--- src/pinmux_pkg.sv ---
package pinmux_pkg;
    localparam int NUM_LINES   = 8;   // I/O lines handled by the block
    localparam int NUM_FUNCS   = 4;   // Peripheral functions per line, listing order 0..3
    localparam int FSEL_W      = 2;   // Width of the winning function index
    localparam int TWI_FUNC    = 3;   // Function index that is the two-wire bus
    localparam int SPIKE_LEN   = 2;   // Stable samples needed by the two-wire spike filter
    localparam int TAP_TDI     = 0;   // Line carrying test data in
    localparam int TAP_TDO     = 1;   // Line carrying test data out
    localparam int TAP_TMS     = 2;   // Line carrying test mode select
    localparam int TAP_TCK     = 3;   // Line carrying test clock
    localparam logic [NUM_LINES-1:0] RST_PULLUP = 8'h00; // Pull-ups off after reset
    localparam logic [NUM_LINES-1:0] RST_OE_N   = 8'hff; // All lines inputs after reset
endpackage

--- src/line_sel_if.sv ---
`timescale 1ns/100ps
interface line_sel_if;
    import pinmux_pkg::*;
    logic [NUM_FUNCS-1:0] enables; // Enabled functions on one line
    logic                 any_on;  // At least one function enabled
    logic [FSEL_W-1:0]    winner;  // Index of the function that owns the line
    modport req (output enables, input any_on, input winner);
    modport sel (input enables, output any_on, output winner);
endinterface

--- src/line_prio_sel.sv ---
`timescale 1ns/100ps
module line_prio_sel
    import pinmux_pkg::*;
(
    line_sel_if.sel s  // Enable set in, winning index out
);
    // Scan in listing order so the last enabled function wins
    always_comb begin
        s.winner = '0;
        for (int f = 0; f < NUM_FUNCS; f++) begin
            if (s.enables[f]) begin
                s.winner = FSEL_W'(f);
            end
        end
    end

    assign s.any_on = |s.enables;
endmodule

--- src/io_line_function_mux.sv ---
`timescale 1ns/100ps
module io_line_function_mux
    import pinmux_pkg::*;
#(
    parameter int LINES = NUM_LINES  // Number of I/O lines
)(
    input  wire logic                       mclk,            // System clock
    input  wire logic                       rst,             // Synchronous reset, high
    input  wire logic                       ext_reset_n,     // External reset pin level
    input  wire logic [LINES-1:0]           pad_in,          // Pad input levels
    output logic      [LINES-1:0]           pad_out,         // Pad output values
    output logic      [LINES-1:0]           pad_oe_n,        // Pad output enable, low drives
    output logic      [LINES-1:0]           pad_pullup,      // Pad pull-up enable
    input  wire logic [LINES-1:0]           port_out,        // Port logic output value
    input  wire logic [LINES-1:0]           port_oe,         // Port logic drive enable
    input  wire logic [LINES-1:0]           port_pullup,     // Port logic pull-up enable
    output logic      [LINES-1:0]           port_in,         // Sampled line to port logic
    input  wire logic [LINES*NUM_FUNCS-1:0] func_en,         // Per line function enables
    input  wire logic [LINES*NUM_FUNCS-1:0] func_out,        // Per line function outputs
    input  wire logic [LINES*NUM_FUNCS-1:0] func_oe,         // Per line function drive enables
    output logic      [LINES-1:0]           func_in,         // Line level to owning function
    input  wire logic                       tap_tdo,         // Test port data out
    input  wire logic                       tap_tdo_oe,      // Test port data out enable
    output logic                            tap_en,          // Test port enabled
    output logic                            tap_tck,         // Test clock to test port
    output logic                            tap_tms,         // Test mode select
    output logic                            tap_tdi,         // Test data in
    input  wire logic                       dbg_en,          // Single-pin debug enabled
    input  wire logic                       dbg_two_pin,     // Two-pin mode commanded
    input  wire logic                       dbg_data_out,    // Debug data drive value
    input  wire logic                       dbg_data_oe,     // Debug data drive enable
    output logic                            dbg_data_in,     // Debug data sampled
    output logic                            dbg_data_pin_o,  // Reset pin drive value
    output logic                            dbg_data_pin_oe_n, // Reset pin enable, low drives
    input  wire logic                       dbg_serial_bit,  // Debug serial output value
    output logic                            debug_serial_out, // Debug serial output pin
    output logic                            debug_serial_oe_n, // Its enable, low drives
    input  wire logic                       osc_sel,         // Unit routes oscillator pins
    input  wire logic                       osc_clk_in,      // Oscillator pin level
    output logic                            osc_clk_out      // Oscillator to control unit
);
    // Two-stage synchronisers for every pin-level input
    logic [LINES-1:0] pad_s1;
    logic [LINES-1:0] pad_s2;
    logic             rstn_s1;
    logic             rstn_s2;
    logic             rstn_d;
    logic             dbg_s1;
    logic             dbg_s2;
    logic             osc_s1;
    logic             osc_s2;

    always_ff @(posedge mclk) begin
        pad_s1  <= pad_in;
        pad_s2  <= pad_s1;
        rstn_s1 <= ext_reset_n;
        rstn_s2 <= rstn_s1;
        dbg_s1  <= ext_reset_n;
        dbg_s2  <= dbg_s1;
        osc_s1  <= osc_clk_in;
        osc_s2  <= osc_s1;
    end

    // Catch the test clock level at the rising edge of the external reset
    wire reset_release = rstn_s2 & ~rstn_d;

    always_ff @(posedge mclk) begin
        if (rst) begin
            rstn_d <= rstn_s2; // Follow the pin so leaving reset with it high is no release
            tap_en <= 1'b0;
        end else begin
            rstn_d <= rstn_s2;
            if (reset_release) begin
                tap_en <= ~pad_s2[TAP_TCK];
            end
        end
    end

    // Per line priority selection and two-wire spike filter
    logic [LINES-1:0] next_out;
    logic [LINES-1:0] next_oe_n;
    logic [LINES-1:0] next_pu;
    logic [LINES-1:0] next_fin;
    logic [LINES-1:0] filt;

    genvar g;
    generate
        for (g = 0; g < LINES; g++) begin : g_line
            line_sel_if           sif ();
            logic [SPIKE_LEN-1:0] hist;
            wire                  fsel;
            wire                  is_twi;
            wire                  f_o;
            wire                  f_oe;
            wire                  tap_pin;

            assign sif.enables = func_en[g*NUM_FUNCS +: NUM_FUNCS];
            line_prio_sel u_sel (
                .s (sif)
            );

            // Spike filter: input changes only after a stable run of samples
            always_ff @(posedge mclk) begin
                if (rst) begin
                    hist    <= '1;
                    filt[g] <= 1'b1;
                end else begin
                    hist <= {hist[SPIKE_LEN-2:0], pad_s2[g]};
                    if (&hist) begin
                        filt[g] <= 1'b1;
                    end else if (~|hist) begin
                        filt[g] <= 1'b0;
                    end
                end
            end

            assign fsel    = sif.any_on;
            assign is_twi  = fsel && (sif.winner == FSEL_W'(TWI_FUNC));
            assign f_o     = func_out[g*NUM_FUNCS + sif.winner];
            assign f_oe    = func_oe[g*NUM_FUNCS + sif.winner];
            assign tap_pin = tap_en && (g == TAP_TDI || g == TAP_TDO ||
                                        g == TAP_TMS || g == TAP_TCK);

            // Open-drain: two-wire only ever pulls low
            assign next_out[g]  = tap_pin ? tap_tdo :
                                  is_twi  ? 1'b0 :
                                  fsel    ? f_o : port_out[g];
            assign next_oe_n[g] = tap_pin ? ~((g == TAP_TDO) && tap_tdo_oe) :
                                  is_twi  ? ~(f_oe && !f_o) :
                                  fsel    ? ~f_oe : ~port_oe[g];
            assign next_pu[g]   = tap_pin ? (g != TAP_TDO) : port_pullup[g];
            assign next_fin[g]  = (tap_pin || !fsel) ? 1'b0 :
                                  is_twi ? filt[g] : pad_s2[g];
        end
    endgenerate

    // Registered pad side and peripheral side
    always_ff @(posedge mclk) begin
        if (rst) begin
            pad_out    <= '0;
            pad_oe_n   <= RST_OE_N;
            pad_pullup <= RST_PULLUP;
            port_in    <= '0;
            func_in    <= '0;
            tap_tck    <= 1'b0;
            tap_tms    <= 1'b0;
            tap_tdi    <= 1'b0;
        end else begin
            pad_out    <= next_out;
            pad_oe_n   <= next_oe_n;
            pad_pullup <= next_pu;
            port_in    <= pad_s2;
            func_in    <= next_fin;
            tap_tck    <= tap_en & pad_s2[TAP_TCK];
            tap_tms    <= tap_en & pad_s2[TAP_TMS];
            tap_tdi    <= tap_en & pad_s2[TAP_TDI];
        end
    end

    // Debug pins stay released until their interface is up; the reset pin
    // relies on the application not driving it while debug is active
    always_ff @(posedge mclk) begin
        if (rst) begin
            dbg_data_in       <= 1'b1;
            dbg_data_pin_o    <= 1'b0;
            dbg_data_pin_oe_n <= 1'b1;
            debug_serial_out  <= 1'b0;
            debug_serial_oe_n <= 1'b1;
            osc_clk_out       <= 1'b0;
        end else begin
            dbg_data_in       <= dbg_en ? dbg_s2 : 1'b1;
            dbg_data_pin_o    <= dbg_en & dbg_data_out;
            dbg_data_pin_oe_n <= ~(dbg_en & dbg_data_oe);
            debug_serial_out  <= dbg_en & dbg_two_pin & dbg_serial_bit;
            debug_serial_oe_n <= ~(dbg_en & dbg_two_pin);
            osc_clk_out       <= osc_sel & osc_s2;
        end
    end
endmodule

--- config.mk ---
export PLATFORM = sky130hd
export DESIGN_NAME = io_line_function_mux
export DESIGN_NICKNAME = d
export VERILOG_FILES = /design/src/pinmux_pkg.sv /design/src/line_sel_if.sv /design/src/line_prio_sel.sv /design/src/io_line_function_mux.sv
export SDC_FILE = /design/constraint.sdc
export NUM_CORES = 1
export LEC_CHECK = 0
export BUFFER_PORTS_ARGS = -buffer_cell sky130_fd_sc_hd__buf_2
export CORE_MARGIN = 2
export CORE_UTILIZATION = 38
export CTS_CLUSTER_SIZE = 24
export DETAILED_ROUTE_END_ITERATION = 6
export PLACE_DENSITY_LB_ADDON = 0.25
export SLEW_MARGIN = 30
export SYNTH_ARGS = -nofsm -noshare
export SYNTH_HDL_FRONTEND = slang
export SYNTH_SLANG_ARGS = --single-unit
--- constraint.sdc ---
create_clock -name mclk -period 1.6 [get_ports mclk]
set_clock_uncertainty 0.1 [all_clocks]
set_input_delay 0.48 -clock mclk [delete_from_list [all_inputs] [get_ports mclk]]
set_output_delay 0.48 -clock mclk [all_outputs]
set_load 0.005 [all_outputs]
==> report_table.html <==
<table>
<tr><th>Metric</th><th>Value</th></tr>
<tr><th colspan="2">Outcome</th></tr>
<tr><td>Outcome</td><td>complete, no violations</td></tr>
<tr><th colspan="2">Synth</th></tr>
<tr><td>Average instance area after synthesis</td><td>about 11 um^2</td></tr>
<tr><td>Synth Cell Area</td><td>3316 um^2</td></tr>
<tr><td>Sequential element share of the synthesized area</td><td>between 50% and 60%</td></tr>
<tr><td>Post-Synthesis Cells</td><td>306</td></tr>
<tr><td>Net count after synthesis</td><td>around 450</td></tr>
<tr><td>Top cell types by occurrence after synthesis</td><td>sky130_fd_sc_hd__dfxtp_1, sky130_fd_sc_hd__nor2_1, sky130_fd_sc_hd__nor2b_1, sky130_fd_sc_hd__a21oi_1</td></tr>
<tr><td>Yosys warnings</td><td>0</td></tr>
<tr><td>Number of enable flip-flop cells after synthesis</td><td>0</td></tr>
<tr><td>Most repeated cell in the gate-level netlist after synthesis</td><td>sky130_fd_sc_hd__dfxtp_1</td></tr>
<tr><td>Largest area contributor in the synthesized netlist</td><td>sky130_fd_sc_hd__dfxtp_1</td></tr>
<tr><td>Synthesis-stage register bit count</td><td>95</td></tr>
<tr><td>Most used DFF post-synth</td><td>sky130_fd_sc_hd__dfxtp_1</td></tr>
<tr><td>Main area contributors after synthesis</td><td>sky130_fd_sc_hd__dfxtp_1, sky130_fd_sc_hd__mux2i_1, sky130_fd_sc_hd__nor2b_1</td></tr>
<tr><td>Fraction of registers with async set/reset</td><td>0%</td></tr>
<tr><td>Area fraction of the dominant cell type after synthesis</td><td>around 57%</td></tr>
<tr><td>Number of distinct library cell variants in the gate-level netlist after synthesis</td><td>35</td></tr>
<tr><th colspan="2">Final layout</th></tr>
<tr><td>Number of fill cells in the layout</td><td>a little over 800</td></tr>
<tr><td>Post-layout instance area</td><td>between 4000 and 5000 um^2</td></tr>
<tr><td>Area growth from synthesis to final layout</td><td>41.58%</td></tr>
<tr><td>Antenna diodes</td><td>0</td></tr>
<tr><td>Share of final-layout standard cells stronger than drive strength 1</td><td>between 40% and 50%</td></tr>
<tr><td>Total number of nets in the final design</td><td>around 660</td></tr>
<tr><th colspan="2">Critical path</th></tr>
<tr><td>Signal arrival time at the worst endpoint</td><td>just under 0.9 ns</td></tr>
<tr><td>Maximum fanout along the worst path</td><td>8</td></tr>
<tr><td>Reg2reg path depth</td><td>3</td></tr>
<tr><td>Element type at the critical path end</td><td>primary output</td></tr>
<tr><td>Category of cells accounting for the largest share of critical-path delay</td><td>flip-flops</td></tr>
<tr><td>Slowest cell delay on critical path</td><td>about 0.4 ns</td></tr>
<tr><td>Critical-path cell list</td><td>buf_2</td></tr>
<tr><td>Startpoint type of the worst setup path</td><td>flip-flop</td></tr>
<tr><td>Critical Path Slowest Stage Cell</td><td>sky130_fd_sc_hd__dfxtp_2</td></tr>
<tr><td>Number of gates on the worst path with buffers counted</td><td>1</td></tr>
<tr><td>Worst setup path category</td><td>flip-flop to primary output</td></tr>
<tr><td>Data required time of the worst path</td><td>1.02 ns</td></tr>
<tr><td>Worst path bufs/invs</td><td>1</td></tr>
<tr><th colspan="2">GRT</th></tr>
<tr><td>Number of global-route vias before repair</td><td>roughly 2800</td></tr>
<tr><td>Total congestion overflow after global routing</td><td>0</td></tr>
<tr><td>Wire length of the first global-routing pass</td><td>12.30 mm</td></tr>
<tr><td>Number of antenna violations at the first check in global routing</td><td>0</td></tr>
<tr><td>Total track usage</td><td>between 15 and 20%</td></tr>
<tr><td>Largest net degree at the start of global routing</td><td>32</td></tr>
<tr><th colspan="2">Power and ir drop</th></tr>
<tr><td>Worst supply voltage drop on vdd</td><td>414.4 uV</td></tr>
<tr><td>Power density of the placed cells</td><td>about 980 nW/um^2</td></tr>
<tr><td>Static Leakage</td><td>between 2 and 2.5 nW</td></tr>
<tr><th colspan="2">STA</th></tr>
<tr><td>Final slew viol count</td><td>0</td></tr>
<tr><td>Post-route worst setup slack</td><td>between 0.1 and 0.15 ns</td></tr>
<tr><td>Setup violators final</td><td>0</td></tr>
<tr><td>Maximum frequency from static timing analysis</td><td>just under 700 MHz</td></tr>
<tr><td>Final Hold Fails</td><td>0</td></tr>
<tr><td>Final critical path time including I/O delays and setup</td><td>~1.5 ns</td></tr>
<tr><td>Post-route worst hold slack</td><td>around 0.13 ns</td></tr>
<tr><td>Unrepaired setup endpoints after global routing</td><td>false</td></tr>
<tr><td>Worst-margin pin slew</td><td>0.3854 ns</td></tr>
<tr><td>Slew HR</td><td>between 70% and 80%</td></tr>
<tr><td>Share of the cycle needed by the critical path after routing</td><td>91.40%</td></tr>
<tr><th colspan="2">Drt</th></tr>
<tr><td>Detailed-route via count</td><td>just under 3000</td></tr>
<tr><td>Routed length on met2</td><td>roughly 3.6 mm</td></tr>
<tr><td>Drt total wl</td><td>roughly 7.5 mm</td></tr>
<tr><td>Residual DRC</td><td>0</td></tr>
<tr><td>Top Metal Used</td><td>met4</td></tr>
<tr><td>Post-DR wirelength/cell</td><td>about 12 um</td></tr>
<tr><td>Residual antenna-violating net count after detailed routing</td><td>0</td></tr>
<tr><td>Vias per cell</td><td>4.684</td></tr>
<tr><td>Wl on met1</td><td>roughly 2.9 mm</td></tr>
<tr><td>Routed wl met3</td><td>824 um</td></tr>
<tr><td>DRC violation total after the first TritonRoute iteration</td><td>30</td></tr>
<tr><td>Number of detailed-route iterations in the first pass</td><td>4</td></tr>
<tr><th colspan="2">CTS</th></tr>
<tr><td>Number of hold-repair buffers added at the cts stage</td><td>0</td></tr>
<tr><td>TritonCTS clock tree</td><td>built</td></tr>
<tr><td>CTS Root Buffer Type</td><td>sky130_fd_sc_hd__clkbuf_8</td></tr>
<tr><td>Clock latency of the later-clocked register in the worst-skew pair</td><td>around 0.34 ns</td></tr>
<tr><td>Clock sinks</td><td>95</td></tr>
<tr><td>Largest buffer count on any clock path</td><td>2</td></tr>
<tr><td>H-tree Lvls</td><td>3</td></tr>
<tr><td>CTS buffer count</td><td>9</td></tr>
<tr><td>Clock transition at the registers of the reported paths</td><td>around 0.090 ns</td></tr>
<tr><th colspan="2">Floorplan</th></tr>
<tr><td>Initial Util</td><td>approximately 39%</td></tr>
<tr><td>Number of rows in the core area</td><td>34</td></tr>
<tr><td>Width of the die</td><td>a little under 100 um</td></tr>
<tr><td>Top-Level Pins</td><td>190</td></tr>
<tr><td>DIE HEIGHT</td><td>approximately 97 um</td></tr>
<tr><td>Core area</td><td>between 8000 and 9000 um^2</td></tr>
<tr><td>Die outline area</td><td>9489 um^2</td></tr>
<tr><th colspan="2">Placement</th></tr>
<tr><td>Total cell area at the placement stage</td><td>~4500 um^2</td></tr>
<tr><td>Setup Slack @ Placement</td><td>-0.003953 ns</td></tr>
<tr><td>RePlAce Congestion</td><td>a little under 0.8</td></tr>
<tr><td>Half-perimeter wire length after placement</td><td>just under 6 mm</td></tr>
<tr><td>Number of I/O port buffers</td><td>between 150 and 200</td></tr>
<tr><th colspan="2">Min path</th></tr>
<tr><td>Min-delay worst type</td><td>primary input to flip-flop</td></tr>
<tr><td>Instance count along the most critical hold path</td><td>1</td></tr>
<tr><th colspan="2">Run</th></tr>
<tr><td>Max-capacitance violation count</td><td>0</td></tr>
</table>
-- layout make-up --
cell class              count  area, um^2  share of cell area [%]
flip-flops and latches     95        1903                   40.54
clock buffers              11       141.4                   3.012
repair buffers            206        1074                   22.87
multi-input cells         194        1346                   28.68
well taps                 108       135.1                   2.878
inverters                  10       37.54                  0.7996
clock inverters             5       57.56                   1.226
-- cell usage in the layout, fill, tap and decap left out, types with 2 or more instances in the layout --
cell	synthesis	layout
sky130_fd_sc_hd__o41ai_1	5	5
sky130_fd_sc_hd__nor3_1	8	8
sky130_fd_sc_hd__nand3b_1	6	6
sky130_fd_sc_hd__a221oi_1	3	3
sky130_fd_sc_hd__nor3b_1	2	2
sky130_fd_sc_hd__clkbuf_8	0	10
sky130_fd_sc_hd__inv_1	10	10
sky130_fd_sc_hd__or2_2	16	16
sky130_fd_sc_hd__a211oi_1	2	2
sky130_fd_sc_hd__nand3_1	4	4
sky130_fd_sc_hd__buf_4	0	17
sky130_fd_sc_hd__nor2b_1	21	21
sky130_fd_sc_hd__clkinvlp_4	0	3
sky130_fd_sc_hd__a211o_1	4	4
sky130_fd_sc_hd__nor4_1	4	4
sky130_fd_sc_hd__a21oi_1	19	19
sky130_fd_sc_hd__buf_2	3	189
sky130_fd_sc_hd__a32o_1	2	2
sky130_fd_sc_hd__a221o_1	4	4
sky130_fd_sc_hd__nand2_1	8	8
sky130_fd_sc_hd__dfxtp_1	95	94
sky130_fd_sc_hd__and2_1	5	5
sky130_fd_sc_hd__nor4_4	4	4
sky130_fd_sc_hd__nor2_1	22	22
sky130_fd_sc_hd__o21ai_0	5	5
sky130_fd_sc_hd__nand2b_1	8	8
sky130_fd_sc_hd__a2111o_1	3	3
sky130_fd_sc_hd__o21bai_1	8	8
sky130_fd_sc_hd__mux2i_1	16	16
sky130_fd_sc_hd__mux2_2	4	4
sky130_fd_sc_hd__o311ai_0	3	3
sky130_fd_sc_hd__nor4b_1	3	3
-- registers in the layout, summed over array words and instances, names as in the netlist, 8 cells and up --
name,cells
pad_pullup,8
pad_s1,8
pad_out,8
filt,8
port_in,8
pad_oe_n,8
func_in,8
g_line.hist,16
pad_s2,8
-- per-stage QoR --
stage	TNS [ns]	util (%)	power, mW	instances
2_1_floorplan	0	-	2.791	306
3_3_place_gp	0	52.30	3.129	613
3_5_place_dp	-0.003953	52.30	3.146	613
4_1_cts	0	54.63	4.685	629
5_1_grt	0	54.63	4.875	629
6_report	0	54.63	4.622	629
-- worst paths after layout --
kind / from / endpoint / slack (ns)
worst max-delay path: tap_en$_SDFFE_PP0P_ / tap_en / 0.14
worst min-delay path: pad_in[7] / pad_s1[7]$_DFF_P_ / 0.13
worst max register to register: tap_en$_SDFFE_PP0P_ / pad_out[0]$_SDFF_PP0_ / 0.23
worst min register to register: pad_s1[4]$_DFF_P_ / pad_s2[4]$_DFF_P_ / 0.23
-- layer usage --
metal / global-route usage [%] / vias to the layer above
met2: 27.80 / 132
li1: - / 1510
met5: 0 / -
met3: 6.403 / 9
met1: 16.89 / 1295
met4: 5.449 / 0
-- where the power goes --
group,switching [mW],total [mW],internal (mW)
logic,0.236,0.547,0.311
registers,0.0461,2.54,2.49
clock network,0.777,1.54,0.763
total,1.06,4.62,3.56
-- logic make-up (layout without fill, tap and decap cells) --
family	after synthesis	after routing	synth area share (%)
AND/OR/NAND/NOR	114	114	21.21
flip-flops	95	95	57.36
multiplexers	20	20	6.188
buffers and inverters	17	232	2.038
AO/OA/AOI/OAI	60	60	13.21
-- what timing repair did --
item / in CTS / in global routing
setup buffers: 0 / 0
setup endpoints to repair: 1 / 0
resized for setup: 1 / 0
(Power assumes the default switching activity.)
